===== src/common/gamma_dac_pkg.sv =====
// Constants for the gamma reference DAC latch control block.
// Assumes a two-wire bus master on the far side and one 100 MHz system clock.
package gamma_dac_pkg;

    // ========================================================================
    // Channel bank
    localparam int NUM_GAMMA = 18;
    localparam int NUM_COMMON = 2;
    localparam int NUM_CH = NUM_GAMMA + NUM_COMMON;
    localparam int CODE_W = 10;
    localparam int CODE_SPAN = 1024;
    localparam logic [9:0] MIDPOINT_CODE = 10'h200;
    // Common-voltage channels sit after the gamma channels
    localparam logic [4:0] FIRST_COMMON_CH = 5'h12;

    // ========================================================================
    // Two-wire bus framing
    localparam int BYTE_BITS = 8;
    localparam logic [3:0] ACK_SLOT = 4'h8;
    localparam logic [7:0] DEV_ADDR_BYTE = 8'h74;
    localparam logic [7:0] GC_ADDR_BYTE = 8'h00;
    localparam logic [7:0] GC_RESET_BYTE = 8'h06;

    // ========================================================================
    // Channel address byte fields
    localparam int CMD_MSB = 7;
    localparam int CMD_LSB = 5;
    localparam int CH_MSB = 4;
    localparam logic [2:0] CMD_WRITE = 3'h0;
    localparam logic [2:0] CMD_RESET_ALL = 3'h4;
    localparam logic [2:0] CMD_RESET_ONE = 3'h2;

    // ========================================================================
    // Data word fields
    localparam int SW_UPDATE_BIT = 15;

    // ========================================================================
    // Receive sequencer states
    typedef enum logic [2:0] {
        ST_IDLE,
        ST_ADDR,
        ST_GC_DATA,
        ST_POINTER,
        ST_DATA_HI,
        ST_DATA_LO,
        ST_IGNORE
    } rx_state_t;

endpackage


===== src/logic/gamma_dac_latch_control.sv =====
// Two-wire slave and double-register control for 20 ten-bit DAC channels.
// Assumes bus clock, bus data and latch pin arrive asynchronously and are
// sampled by clock; the bus data line is open drain, resolved outside.
`timescale 1ns/10ps

module gamma_dac_latch_control (
    input wire logic clock,
    input wire logic rst_b,
    input wire logic enable,
    input wire logic scl_in,
    input wire logic sda_in,
    output logic sda_out,
    output logic sda_oe,
    input wire logic output_latch_pin,
    output logic [gamma_dac_pkg::NUM_CH-1:0][gamma_dac_pkg::CODE_W-1:0] dac_code
);

    // ========================================================================
    // Helper decoding
    function automatic logic chan_valid(input logic [7:0] b);
        chan_valid = (b[gamma_dac_pkg::CH_MSB:0] < 5'(gamma_dac_pkg::NUM_CH));
    endfunction

    function automatic logic [2:0] cmd_field(input logic [7:0] b);
        cmd_field = b[gamma_dac_pkg::CMD_MSB:gamma_dac_pkg::CMD_LSB];
    endfunction

    // ========================================================================
    // Input synchronisers
    logic [1:0] scl_sync_q;
    logic [1:0] sda_sync_q;
    logic [1:0] latch_sync_q;
    logic scl_prev_q;
    logic sda_prev_q;
    logic latch_prev_q;

    // Edge detectors start at the idle pin levels so no false edge follows reset
    always_ff @(posedge clock or negedge rst_b) begin
        if (!rst_b) begin
            scl_sync_q <= 2'h3;
            sda_sync_q <= 2'h3;
            latch_sync_q <= 2'h0;
            scl_prev_q <= 1'b1;
            sda_prev_q <= 1'b1;
            latch_prev_q <= 1'b0;
        end else if (enable) begin
            scl_sync_q <= {scl_sync_q[0], scl_in};
            sda_sync_q <= {sda_sync_q[0], sda_in};
            latch_sync_q <= {latch_sync_q[0], output_latch_pin};
            scl_prev_q <= scl_sync_q[1];
            sda_prev_q <= sda_sync_q[1];
            latch_prev_q <= latch_sync_q[1];
        end
    end

    logic scl_s;
    logic sda_s;
    logic latch_s;
    logic scl_rise;
    logic scl_fall;
    logic bus_start;
    logic bus_stop;
    logic latch_fall;

    assign scl_s = scl_sync_q[1];
    assign sda_s = sda_sync_q[1];
    assign latch_s = latch_sync_q[1];
    assign scl_rise = scl_s && !scl_prev_q;
    assign scl_fall = !scl_s && scl_prev_q;
    assign bus_start = scl_s && scl_prev_q && sda_prev_q && !sda_s;
    assign bus_stop = scl_s && scl_prev_q && !sda_prev_q && sda_s;
    assign latch_fall = latch_prev_q && !latch_s;

    // ========================================================================
    // Byte receiver
    gamma_dac_pkg::rx_state_t state_q;
    logic [3:0] bit_cnt_q;
    logic [7:0] shift_q;
    logic ack_phase_q;
    logic [4:0] ptr_q;
    logic [7:0] hi_q;
    logic gc_pend_q;
    logic soft_rst_q;

    logic byte_done;
    logic ack_end;
    logic do_ack;
    logic word_wr;
    logic rst_all;
    logic rst_one;
    logic sw_update;
    logic [15:0] word;

    assign byte_done = scl_fall && !ack_phase_q && (bit_cnt_q == gamma_dac_pkg::ACK_SLOT);
    assign ack_end = scl_fall && ack_phase_q;
    assign word = {hi_q, shift_q};
    assign word_wr = byte_done && (state_q == gamma_dac_pkg::ST_DATA_LO);
    assign sw_update = word_wr && word[gamma_dac_pkg::SW_UPDATE_BIT];
    assign rst_all = byte_done && (state_q == gamma_dac_pkg::ST_POINTER) && chan_valid(shift_q)
        && (cmd_field(shift_q) == gamma_dac_pkg::CMD_RESET_ALL);
    assign rst_one = byte_done && (state_q == gamma_dac_pkg::ST_POINTER) && chan_valid(shift_q)
        && (cmd_field(shift_q) == gamma_dac_pkg::CMD_RESET_ONE);

    always_comb begin
        case (state_q)
            gamma_dac_pkg::ST_ADDR: begin
                do_ack = (shift_q == gamma_dac_pkg::DEV_ADDR_BYTE)
                    || (shift_q == gamma_dac_pkg::GC_ADDR_BYTE);
            end
            gamma_dac_pkg::ST_GC_DATA: do_ack = (shift_q == gamma_dac_pkg::GC_RESET_BYTE);
            gamma_dac_pkg::ST_POINTER: do_ack = chan_valid(shift_q);
            gamma_dac_pkg::ST_DATA_HI: do_ack = 1'b1;
            gamma_dac_pkg::ST_DATA_LO: do_ack = 1'b1;
            default: do_ack = 1'b0;
        endcase
    end

    // ========================================================================
    // Bit shifting and acknowledge slot
    always_ff @(posedge clock or negedge rst_b) begin
        if (!rst_b) begin
            bit_cnt_q <= 4'h0;
            shift_q <= 8'h00;
            ack_phase_q <= 1'b0;
            sda_oe <= 1'b0;
        end else if (enable) begin
            if (soft_rst_q || bus_start || bus_stop) begin
                bit_cnt_q <= 4'h0;
                ack_phase_q <= 1'b0;
                sda_oe <= 1'b0;
            end else if (byte_done) begin
                ack_phase_q <= 1'b1;
                sda_oe <= do_ack;
            end else if (ack_end) begin
                ack_phase_q <= 1'b0;
                bit_cnt_q <= 4'h0;
                sda_oe <= 1'b0;
            end else if (scl_rise && !ack_phase_q && (bit_cnt_q != gamma_dac_pkg::ACK_SLOT)) begin
                shift_q <= {shift_q[6:0], sda_s};
                bit_cnt_q <= bit_cnt_q + 4'h1;
            end
        end
    end

    // ========================================================================
    // Open-drain line only ever pulls low
    always_ff @(posedge clock or negedge rst_b) begin
        if (!rst_b) begin
            sda_out <= 1'b0;
        end else if (enable) begin
            sda_out <= 1'b0;
        end
    end

    // ========================================================================
    // Transaction sequencer
    always_ff @(posedge clock or negedge rst_b) begin
        if (!rst_b) begin
            state_q <= gamma_dac_pkg::ST_IDLE;
            ptr_q <= 5'h00;
            hi_q <= 8'h00;
            gc_pend_q <= 1'b0;
        end else if (enable) begin
            if (soft_rst_q) begin
                state_q <= gamma_dac_pkg::ST_IDLE;
                ptr_q <= 5'h00;
                hi_q <= 8'h00;
                gc_pend_q <= 1'b0;
            end else if (bus_start) begin
                state_q <= gamma_dac_pkg::ST_ADDR;
                gc_pend_q <= 1'b0;
            end else if (bus_stop) begin
                state_q <= gamma_dac_pkg::ST_IDLE;
                gc_pend_q <= 1'b0;
            end else if (byte_done) begin
                case (state_q)
                    gamma_dac_pkg::ST_ADDR: begin
                        if (shift_q == gamma_dac_pkg::DEV_ADDR_BYTE) begin
                            state_q <= gamma_dac_pkg::ST_POINTER;
                        end else if (shift_q == gamma_dac_pkg::GC_ADDR_BYTE) begin
                            state_q <= gamma_dac_pkg::ST_GC_DATA;
                        end else begin
                            state_q <= gamma_dac_pkg::ST_IGNORE;
                        end
                    end
                    gamma_dac_pkg::ST_GC_DATA: begin
                        // Reset waits for the ack slot to end so the ack is seen
                        gc_pend_q <= (shift_q == gamma_dac_pkg::GC_RESET_BYTE);
                        state_q <= gamma_dac_pkg::ST_IGNORE;
                    end
                    gamma_dac_pkg::ST_POINTER: begin
                        ptr_q <= shift_q[gamma_dac_pkg::CH_MSB:0];
                        state_q <= chan_valid(shift_q) ? gamma_dac_pkg::ST_DATA_HI
                            : gamma_dac_pkg::ST_IGNORE;
                    end
                    gamma_dac_pkg::ST_DATA_HI: begin
                        hi_q <= shift_q;
                        state_q <= gamma_dac_pkg::ST_DATA_LO;
                    end
                    gamma_dac_pkg::ST_DATA_LO: begin
                        // Streaming words advance to the next channel
                        if (ptr_q == 5'(gamma_dac_pkg::NUM_CH - 1)) begin
                            state_q <= gamma_dac_pkg::ST_IGNORE;
                        end else begin
                            ptr_q <= ptr_q + 5'h01;
                            state_q <= gamma_dac_pkg::ST_DATA_HI;
                        end
                    end
                    default: state_q <= state_q;
                endcase
            end
        end
    end

    // One-cycle pulse; the self-clear keeps one ack slot from firing it twice
    always_ff @(posedge clock or negedge rst_b) begin
        if (!rst_b) begin
            soft_rst_q <= 1'b0;
        end else if (enable) begin
            soft_rst_q <= ack_end && gc_pend_q && !soft_rst_q;
        end
    end

    // ========================================================================
    // Channel register pairs
    logic [gamma_dac_pkg::CODE_W-1:0] store_q [gamma_dac_pkg::NUM_CH];

    genvar ch;
    generate
        // Channels 0 to 17 are gamma references, 18 and 19 common voltage
        for (ch = 0; ch < gamma_dac_pkg::NUM_CH; ch++) begin : g_chan
            logic hit;
            logic [gamma_dac_pkg::CODE_W-1:0] store_d;

            assign hit = (ptr_q == 5'(ch));

            always_comb begin
                if (rst_all || (rst_one && (shift_q[gamma_dac_pkg::CH_MSB:0] == 5'(ch)))) begin
                    store_d = gamma_dac_pkg::MIDPOINT_CODE;
                end else if (word_wr && hit) begin
                    store_d = word[gamma_dac_pkg::CODE_W-1:0];
                end else begin
                    store_d = store_q[ch];
                end
            end

            // Storage stage takes every bus write
            always_ff @(posedge clock or negedge rst_b) begin
                if (!rst_b) begin
                    store_q[ch] <= gamma_dac_pkg::MIDPOINT_CODE;
                end else if (enable) begin
                    if (soft_rst_q) begin
                        store_q[ch] <= gamma_dac_pkg::MIDPOINT_CODE;
                    end else begin
                        store_q[ch] <= store_d;
                    end
                end
            end

            // DAC stage drives the output code
            // A latch edge and a bus write in one cycle both take store_d, so none is lost
            always_ff @(posedge clock or negedge rst_b) begin
                if (!rst_b) begin
                    dac_code[ch] <= gamma_dac_pkg::MIDPOINT_CODE;
                end else if (enable) begin
                    if (soft_rst_q) begin
                        dac_code[ch] <= gamma_dac_pkg::MIDPOINT_CODE;
                    end else if (rst_all
                        || (rst_one && (shift_q[gamma_dac_pkg::CH_MSB:0] == 5'(ch)))) begin
                        dac_code[ch] <= gamma_dac_pkg::MIDPOINT_CODE;
                    end else if (latch_fall || sw_update) begin
                        dac_code[ch] <= store_d;
                    end else if (!latch_s && word_wr && hit) begin
                        dac_code[ch] <= store_d;
                    end
                    // Otherwise the latch is high or this channel has no bus write, and the output holds
                end
            end
        end
    endgenerate

endmodule // gamma_dac_latch_control


===== config.mk =====
export PLATFORM = sky130hd
export DESIGN_NAME = gamma_dac_latch_control
export DESIGN_NICKNAME = d
export VERILOG_FILES = /design/src/common/gamma_dac_pkg.sv /design/src/logic/gamma_dac_latch_control.sv
export SDC_FILE = /design/constraint.sdc
export NUM_CORES = 1
export LEC_CHECK = 0
export BUFFER_PORTS_ARGS = -buffer_cell sky130_fd_sc_hd__clkbuf_2
export CORE_ASPECT_RATIO = 0.5
export CORE_MARGIN = 4
export CORE_UTILIZATION = 45
export DETAILED_ROUTE_END_ITERATION = 12
export GPL_TIMING_DRIVEN = 0
export PLACE_DENSITY = 0.74
export REMOVE_ABC_BUFFERS = 1
export SKIP_CTS_REPAIR_TIMING = 1
export SLEW_MARGIN = 40
export SYNTH_ARGS = -nofsm -noshare
export SYNTH_HDL_FRONTEND = slang
export SYNTH_SLANG_ARGS = --single-unit

===== constraint.sdc =====
create_clock -name clock -period 2.6 [get_ports clock]
set_clock_uncertainty 0.1 [all_clocks]
set_input_delay 0.26 -clock clock [delete_from_list [all_inputs] [get_ports clock]]
set_output_delay 0.26 -clock clock [all_outputs]
set_load 0.02 [all_outputs]

# Word-level counts from Yosys, hierarchy flattened

Index checks and enable logic that the tools add are counted.

Bits in registers: 441
Bits of input ports: 6
Output and inout bits: 202
Logic and storage cells: 461

Add/subtract/negate cells: 2
Magnitude comparators: 1
Eq/ne operators: 53
Multiplexer cells: 175
Bitwise logic cells: 3
Reduce and logical (&&, ||, !) cells: 172

Operators with widths:

| operator                                                               | count |
|---|---|
| 10-bit 2-to-1 mux                                                      | 140 |
| 4-bit nonzero test                                                     | 22 |
| 1-bit logical AND                                                      | 82 |
| 5-bit by 4-bit equality test with 1-bit output (second input constant) | 16 |
| 2-bit AND reduction                                                    | 21 |
| 5-bit by 3-bit equality test with 1-bit output (second input constant) | 8 |
| 5-bit equality test (second input constant)                            | 8 |
| 8-bit 2-to-1 mux                                                       | 5 |
| 5-bit 2-to-1 mux                                                       | 5 |
| 1-bit logical OR                                                       | 24 |
| 5-bit by 2-bit equality test with 1-bit output (second input constant) | 4 |
| 3-bit 2-to-1 mux                                                       | 6 |
| 4-bit 2-to-1 mux                                                       | 4 |
| 3-bit case mux with 5 select lines                                     | 1 |
| 5-bit by 1-bit equality test with 1-bit output (second input constant) | 2 |
| 5-bit logical NOT                                                      | 2 |
| 1-bit 2-to-1 mux                                                       | 10 |
| 5-bit case mux with 2 select lines                                     | 1 |
| 5-bit AND reduction                                                    | 2 |
| 3-bit by 2-bit equality test with 1-bit output (second input constant) | 3 |
| 3-bit equality test (second input constant)                            | 3 |
| 3-bit AND reduction                                                    | 3 |
| 3-bit nonzero test                                                     | 3 |
| 8-bit by 3-bit equality test with 1-bit output (second input constant) | 1 |
| 18 further kinds                                                       | 30 |

# Logic depth before layout (Yosys ltp)

Gate-level depths: netlist of run 1.

Word-level depth: 14
Gate-level depth with buffers: 10
Mapped depth without buffers: 7

# Least setup slack after synthesis of run 1

Ideal clock, no wire load.

Path kind: register to register
Start point: reg scl_prev_q
End point: reg dac_code[190] (netlist bit)
Setup time: 125 ps
Data arrival time: 2,161 ps
Required time: 2,375 ps
Setup slack: 214 ps
Cell stages (with the launch flop): 8
Path buffers: 2
Clock period less this slack: 2,386 ps
Cells stage by stage: dfstp_2 or3b_1 buf_6 nor2_1 and4_1 o31a_1 buf_6 mux2_2

Cells in the longest elaborated chain, start to end: 13
Elaborated cells between the ends (all ways): 23
Classes of those cells: mux: 6; reduce/logical: 17

RTL lines:

| what                                | RTL line                                                       | RTL |
|---|---|---|
| from (decl)                         | gamma_dac_latch_control.sv:33                                  | `logic scl_prev_q;` |
| from (signal assigned)              | gamma_dac_latch_control.sv:50                                  | `scl_prev_q <= scl_sync_q[1];` |
| 1-bit logical AND (*)               | gamma_dac_latch_control.sv:69                                  | `assign scl_fall = !scl_s && scl_prev_q;` |
| 1-bit logical AND (*) (2 in series) | gamma_dac_latch_control.sv:94                                  | `assign byte_done = scl_fall && !ack_phase_q && (bit_cnt_q == gamma_dac_pkg::ACK_SLOT);` |
| 1-bit logical AND (2 in series)     | gamma_dac_latch_control.sv:99, gamma_dac_latch_control.sv:101  |  |
| 1-bit logical AND                   | gamma_dac_latch_control.sv:102                                 | `&& (cmd_field(shift_q) == gamma_dac_pkg::CMD_RESET_ONE);` |
| 1-bit logical AND                   | gamma_dac_latch_control.sv:238, gamma_dac_latch_control.sv:269 |  |
| 1-bit logical OR                    | gamma_dac_latch_control.sv:238, gamma_dac_latch_control.sv:269 |  |
| 10-bit 2-to-1 mux                   | gamma_dac_latch_control.sv:238                                 | `if (rst_all \|\| (rst_one && (shift_q[gamma_dac_pkg::CH_MSB:0] == 5'(ch)))) begin` |
| 10-bit 2-to-1 mux                   | gamma_dac_latch_control.sv:273                                 | `end else if (!latch_s && word_wr && hit) begin` |
| 10-bit 2-to-1 mux                   | gamma_dac_latch_control.sv:271                                 | `end else if (latch_fall \|\| sw_update) begin` |
| 10-bit 2-to-1 mux                   | gamma_dac_latch_control.sv:268                                 | `end else if (rst_all` |
| 10-bit 2-to-1 mux                   | gamma_dac_latch_control.sv:266                                 | `if (soft_rst_q) begin` |
| to (signal, indexed assignment)     | gamma_dac_latch_control.sv:267                                 | `dac_code[ch] <= gamma_dac_pkg::MIDPOINT_CODE;` |
| to (signal, indexed assignment)     | gamma_dac_latch_control.sv:272                                 | `dac_code[ch] <= store_d;` |
| to (signal, indexed assignment)     | gamma_dac_latch_control.sv:274                                 | `dac_code[ch] <= store_d;` |
| to (decl)                           | gamma_dac_latch_control.sv:15                                  | `output logic [gamma_dac_pkg::NUM_CH-1:0][gamma_dac_pkg::CODE_W-1:0] dac_code` |

Every way passes the cells marked *; elsewhere a longest branch is shown, timed or not. The select of a mux whose other input is x is not followed.
A chain may end at the register's enable or synchronous reset.

# Worst setup path in the final report of run 1

Start point: reg scl_prev_q
End point: reg dac_code[8] (netlist bit)

The elaborated chain is that of the path after synthesis.

==> results.cfg, run 1 <==
[critical_path]
arrival_ps = 3020
worstSetupStartpointType = flip-flop
endpoint = dac_code[8]
r2r_start = scl_prev_q
critical_path_class = reg2reg
rr_worst_depth = 7
cp_slowest_stage_delay_ps = 600
crit_fanout = 11
worstSetupEndpointType = flip-flop
crit_start = scl_prev_q
worstPathCellList = nor3b_4 > buf_4 > buf_8 > nand3_4 > nor4_2 > o21bai_2 > o2bb2ai_1
required_ps = 2970
reg2reg_slack_ps = -50
worst_path_max_delay_cell = nor4_2
reg2reg_to = dac_code[8]

[synth]
netlist.area_leader.share_pct = 47.3
synth_fa_ha_area_share_pct = 0.425
synthFlopType = dfrtp_1
async_reset_ff_share_pct = 100
postSynthAreaPerCell_um2 = 12.0
synth-simple-area-share_pct = 9.38
synth_cells = 1716
synth_edf_count = 0
synth_area_um2 = 20600
synth_top_cell_by_area = dfrtp_1
synth_cell_types = 80
synth_compound_area_share_pct = 20.0
synth.area.top_cells = dfrtp_1 47%, mux2i_1 8.1%, o2bb2ai_1 6.9%
synth_top_family_by_area = compound AO/OA/AOI/OAI gates
yosys.area_share.xor_xnor_pct = 0.0850
yosysSeqAreaShare_pct = 53.2
muxShareOfSynthArea_pct = 12.7
synth_warnings = 0
synth-seq-cells = 436

[placement]
numPortBuffers = 206
gp_congestion = 0.868
dp_hpwl_um = 37800

[sta]
worst_pin_slew_ps = 922
setup_viol = 63
setup_slack_ps = -54.4
slew-limit-headroom_pct = 38.6
max_freq_mhz = 377
rsz0062_at_grt = true
hold_viol = 0
drv_slew = 0
tns_ps = -1150
whs_ps = 104
min_period_ps = 2650
final_min_period_over_clock_period_pct = 102

[pwr]
power_density_nw_per_um2 = 693
power.static_leakage_nw = 12.0
peakVddDrop_mv = 0.668

[drt]
routedWlPerCell_um = 24.5
viasPerCell = 6.37
num_vias = 16600
drt-total-wl_um = 63900
drtPass1Iterations = 6
drc = 0
drt_iter0_drc = 2161
drtAntennaViolNets = 0

[clocking]
clock-sinks = 436
cts_max_level = 2
clkTransAtPathRegs_ps = 60
clockBufferDepth = 3
clk_latency_ps = 560
cts_tree = done
cts-root-buf = clkbuf_16
cts_inserted_buffers = 42

[global_route]
gr-usage-all-layers_pct = 22.6
grt_max_degree = 81
busiest_layer = met2
overflow = 0
globalRouteMet1Util_pct = 31.3
antenna_found_initial = 0
grt_pass1_vias = 15300
grtUsageMet3_pct = 4.47
grt_pass1_wl_um = 90500
grt_use_met2_pct = 36.4

[job]
max-cap-violations = 0

[cells_and_area]
syn2layout_area_growth_pct = 24.0
final_layout_size_suffix_gt1_share_pct = 35.4
seqCellArea_um2 = 11000
n_fill_cell = 3509
final_nets = 1986
antennaDiodeCount = 0
multi_input_area_um2 = 9630

[die]
initial_core_util_pct = 45.6
core_um2 = 45200
ios = 208
num_rows = 55
die_h_um = 159
dieArea_um2 = 49500
chipWidth_um = 311

[min_path]
min_from = enable
hp-class = in2reg

[status]
status = complete, but fails checks
violations = setup timing
==> cell type report <==
cell class | count | area share [%]
sequential | 436 | 43.1
timing repair buffer | 346 | 10.0
tap | 598 | 2.93
inverter | 49 | 0.734
multi-input combinational | 1098 | 37.7
clock inverter | 11 | 0.445
clock buffer | 67 | 5.12
==> cells in the mapped netlist (15+ instances only) <==
cell	count
o2bb2ai_1	162
a32o_1	19
clkbuf_1	73
a22o_1	119
buf_2	42
inv_1	49
nand4_1	18
nand2_1	50
a2bb2oi_1	18
mux2i_1	166
a22oi_1	16
o21ai_1	15
dfstp_2	46
dfrtp_1	390
a21oi_1	46
nor2_1	81
o21ai_0	36
mux2_2	84
nand3_1	35
==> where the power goes <==
part / internal [mW] / switching, mW
Clock: 3.67 / 2.66
Combinational: 1.26 / 2.69
Sequential: 6.97 / 0.454
Total: 11.9 / 5.81
==> sequential cells by signal (all words and copies together) (netlist names) <==
register / count
dac_code: 200
store_q: 200
shift_q: 8
ptr_q: 5
bit_cnt_q: 4
hi_q: 3
state_q: 3
latch_sync_q: 2
scl_sync_q: 2
sda_sync_q: 2
ack_phase_q: 1
gc_pend_q: 1
latch_prev_q: 1
scl_prev_q: 1
sda_oe: 1
sda_prev_q: 1
soft_rst_q: 1
==> worst min-delay path by stage <==
stage | to | slack, ps | cells past startpoint
finish | dac_code[9] | 100 | 3
global route | dac_code[9] | 100 | 3
CTS | dac_code[7] | -410 | 1
detailed placement | dac_code[81] | 170 | 1
global placement | store_q[19] | 350 | 2
floorplan | ack_phase_q | -140 | 0
==> cells in the final DEF (no fill, tap or decap), types with 22 or more instances in the layout <==
| cell | synthesis | final |
|---|---|---|
| a21oi_1 | 46 | 40 |
| a22o_1 | 119 | 119 |
| buf_4 | 11 | 99 |
| clkbuf_16 | 0 | 46 |
| clkbuf_2 | 0 | 204 |
| dfrtp_1 | 390 | 375 |
| dfstp_2 | 46 | 46 |
| inv_1 | 49 | 45 |
| mux2_2 | 84 | 83 |
| mux2i_1 | 166 | 165 |
| nand2_1 | 50 | 45 |
| nand3_1 | 35 | 34 |
| nor2_1 | 81 | 74 |
| o21ai_0 | 36 | 28 |
| o21ai_2 | 8 | 22 |
| o2bb2ai_1 | 162 | 161 |
==> kinds of logic (layout without fill, tap and decap cells) <==
| logic type | Yosys count | in the layout |
|---|---|---|
| XOR/XNOR | 2 | 2 |
| AND/OR/NAND/NOR | 319 | 323 |
| buffers and inverters | 188 | 473 |
| multiplexers | 251 | 251 |
| AO/OA/AOI/OAI | 512 | 514 |
| other | 1 | 1 |
| flip-flops | 436 | 436 |
| adder cells (fa/ha/maj) | 7 | 7 |
==> through the flow <==
step | std cells | cell area, um2 | setup slack, ps | utilization [%] | power (mW)
after global routing | 2605 | 25600 | -168 | 56.5 | 18.1
after detailed placement | 2405 | 22300 | -1180 | 49.4 | 10.4
after CTS | 2483 | 23700 | -1180 | 52.5 | 16.6
after global placement | 2381 | 21700 | -8530 | 48.0 | 9.92
after floorplan | 1577 | 19900 | -959 | - | 8.75
final | 2605 | 25600 | -54.4 | 56.5 | 17.7
==> per-layer routing <==
| layer | up-vias | share of wire [%] |
|---|---|---|
| met2 | 893 | 47 |
| met5 | - | 0.074 |
| met4 | 2 | 3.8 |
| met3 | 233 | 9.1 |
| li1 | 7022 | - |
| met1 | 8444 | 40 |
==> critical path: cells and delay by family (launching register included) <==
kind	cells	cell delay [ps]
AND/OR/NAND/NOR	3	1020
flip-flops	1	580
AO/OA/AOI/OAI	2	530
buffers and inverters	2	330
Power figures use the tool's default switching activity.
==> run 2: changes to the inputs <==
==> constraint.sdc (replaced) <==
create_clock -name clock -period 2.6 [get_ports clock]
set_clock_uncertainty 0.1 [all_clocks]
set_input_delay 0.39 -clock clock [delete_from_list [all_inputs] [get_ports clock]]
set_output_delay 0.39 -clock clock [all_outputs]
set_load 0.02 [all_outputs]
==> run 2 against run 1 <==
The run still ends with setup timing left; sequential power about the same; global-route usage unchanged; combinational power about the same; wire length rose by 0.28%; cell area hardly changed; non-clock buffer count down 2; setup slack lost 29 ps; worst hold slack got worse by 100 ps; highest routed layer unchanged.
==> results.cfg, run 2 (same netlist as run 1, synthesis figures left out) <==
[sta]
worst_pin_slew_ps = 932
drv_slew = 0
min_period_ps = 2680
rsz0062_at_grt = true
setup_viol = 84
setup_slack_ps = -83.6
slew-limit-headroom_pct = 37.9
final_min_period_over_clock_period_pct = 103
tns_ps = -2790
max_freq_mhz = 373
hold_viol = 0

[die]
initial_core_util_pct = 45.6
ios = 208
core_um2 = 45200
num_rows = 55
chipWidth_um = 311
dieArea_um2 = 49500
die_h_um = 159

[critical_path]
worstSetupStartpointType = flip-flop
crit_start = scl_prev_q
r2r_start = scl_prev_q
cp_slowest_stage_delay_ps = 590
crit_fanout = 11
critical_path_class = reg2reg
worstPathCellList = nor3b_4 > buf_4 > buf_8 > nand4_1 > o211ai_1 > nand3b_1 > buf_4 > a2bb2oi_1
arrival_ps = 3030
worst_path_max_delay_cell = dfstp_2
cp_common_cell = buf_4
required_ps = 2950
worstSetupEndpointType = flip-flop

[global_route]
grt_pass1_vias = 15300
gr-usage-all-layers_pct = 22.6
globalRouteMet1Util_pct = 31.3
grt_pass1_wl_um = 90500
grt_use_met2_pct = 36.4
overflow = 0
grt_max_degree = 81
busiest_layer = met2
grtUsageMet3_pct = 4.47
antenna_found_initial = 0

[pwr]
switching_share_pct = 32.8
switchingPower_mw = 5.80
power.static_leakage_nw = 12.0
seqPwrFrac_pct = 41.9
power_frac_comb_pct = 22.4
intPower_mw = 11.9
peakVddDrop_mv = 0.661
power_density_nw_per_um2 = 693
clockPowerShare_pct = 35.7
total_power_mw = 17.7

[status]
status = complete, but fails checks
violations = setup timing

[drt]
num_vias = 16600
drtAntennaViolNets = 0
drtPass1Iterations = 12
drt_iter0_drc = 2279
drt-total-wl_um = 64100
drc = 0
viasPerCell = 6.37
routedWlPerCell_um = 24.6

[cells_and_area]
fin_util_pct = 56.5
final_nets = 1984
largestRegisters = dac_code: 200 flops, store_q: 200 flops, shift_q: 8 flops
syn2layout_area_growth_pct = 23.9
antennaDiodeCount = 0
final_area_um2 = 25500
layout_common_cells = 375 x dfrtp_1, 204 x clkbuf_2, 165 x mux2i_1
n_fill_cell = 3512
final_layout_size_suffix_gt1_share_pct = 35.5
layout_commonest_cell = dfrtp_1

[clocking]
clockBufferDepth = 3
cts_inserted_buffers = 42
cts_max_level = 2
clkTransAtPathRegs_ps = 60
clock-sinks = 436
cts-root-buf = clkbuf_16
clk_latency_ps = 560
cts_tree = done

[placement]
numPortBuffers = 206
dp_hpwl_um = 37800
dpl_cell_area_um2 = 22300
gp_congestion = 0.868

[job]
max-cap-violations = 0

[min_path]
hp-class = in2reg
min_from = sda_in
run 2: changes by cell type in the layout (fill, tap and decap cells not counted), sizes merged:
cell	previous run	this run
dlygate4sd3	4	2
run 2: path summary, 6_finish.rpt:
check	endpoint	slack, ps	depth (start not counted)
max	dac_code[89]	-80	8
min	sda_sync_q[0]	4	2
max reg2reg	dac_code[89]	-80	8
min reg2reg	dac_code[79]	360	2
max in group asynchronous	dac_code[69]	470	6
min in group asynchronous	dac_code[7]	280	2
run 2: power by group through the flow:
stage | logic (mW) | registers [mW] | clock network, mW
floorplan | 1.09 | 7.66 | 0
global placement | 1.61 | 8.31 | 0
detailed placement | 2.67 | 7.69 | 0
CTS | 2.70 | 7.57 | 6.37
global route | 4.03 | 7.43 | 6.68
finish | 3.97 | 7.42 | 6.32
run 2: per-layer routing:
layer  vias up  part of all wire [%]
met5         -                 0.073
met4         2                   3.9
met3       247                   9.4
met2       895                    47
met1      8414                    40
li1       7019                     -
run 2: layout make-up:
class | count | area, um2 | share of cell area (%)
Clock buffer | 67 | 1310 | 5.12
Clock inverter | 11 | 114 | 0.446
Inverter | 49 | 188 | 0.735
Multi-Input combinational cell | 1098 | 9630 | 37.7
Sequential cell | 436 | 11000 | 43.1
Tap cell | 598 | 748 | 2.93
Timing Repair Buffer | 344 | 2550 | 9.97
run 2: through the flow:
step | setup slack [ps] | std cells | hold slack (ps)
global route | -168 | 2603 | 2.47
CTS | -1180 | 2483 | -283
floorplan | -959 | 1577 | -5.59
finish | -83.6 | 2603 | 3.53
detailed placement | -1180 | 2405 | 297
global placement | -8660 | 2381 | 350
run 2: critical path, delay by kind of cell (launching register included):
family / cells / cell delay (ps)
AND/OR/NAND/NOR: 3 / 690
AO/OA/AOI/OAI: 2 / 660
flip-flops: 1 / 590
buffers and inverters: 3 / 540
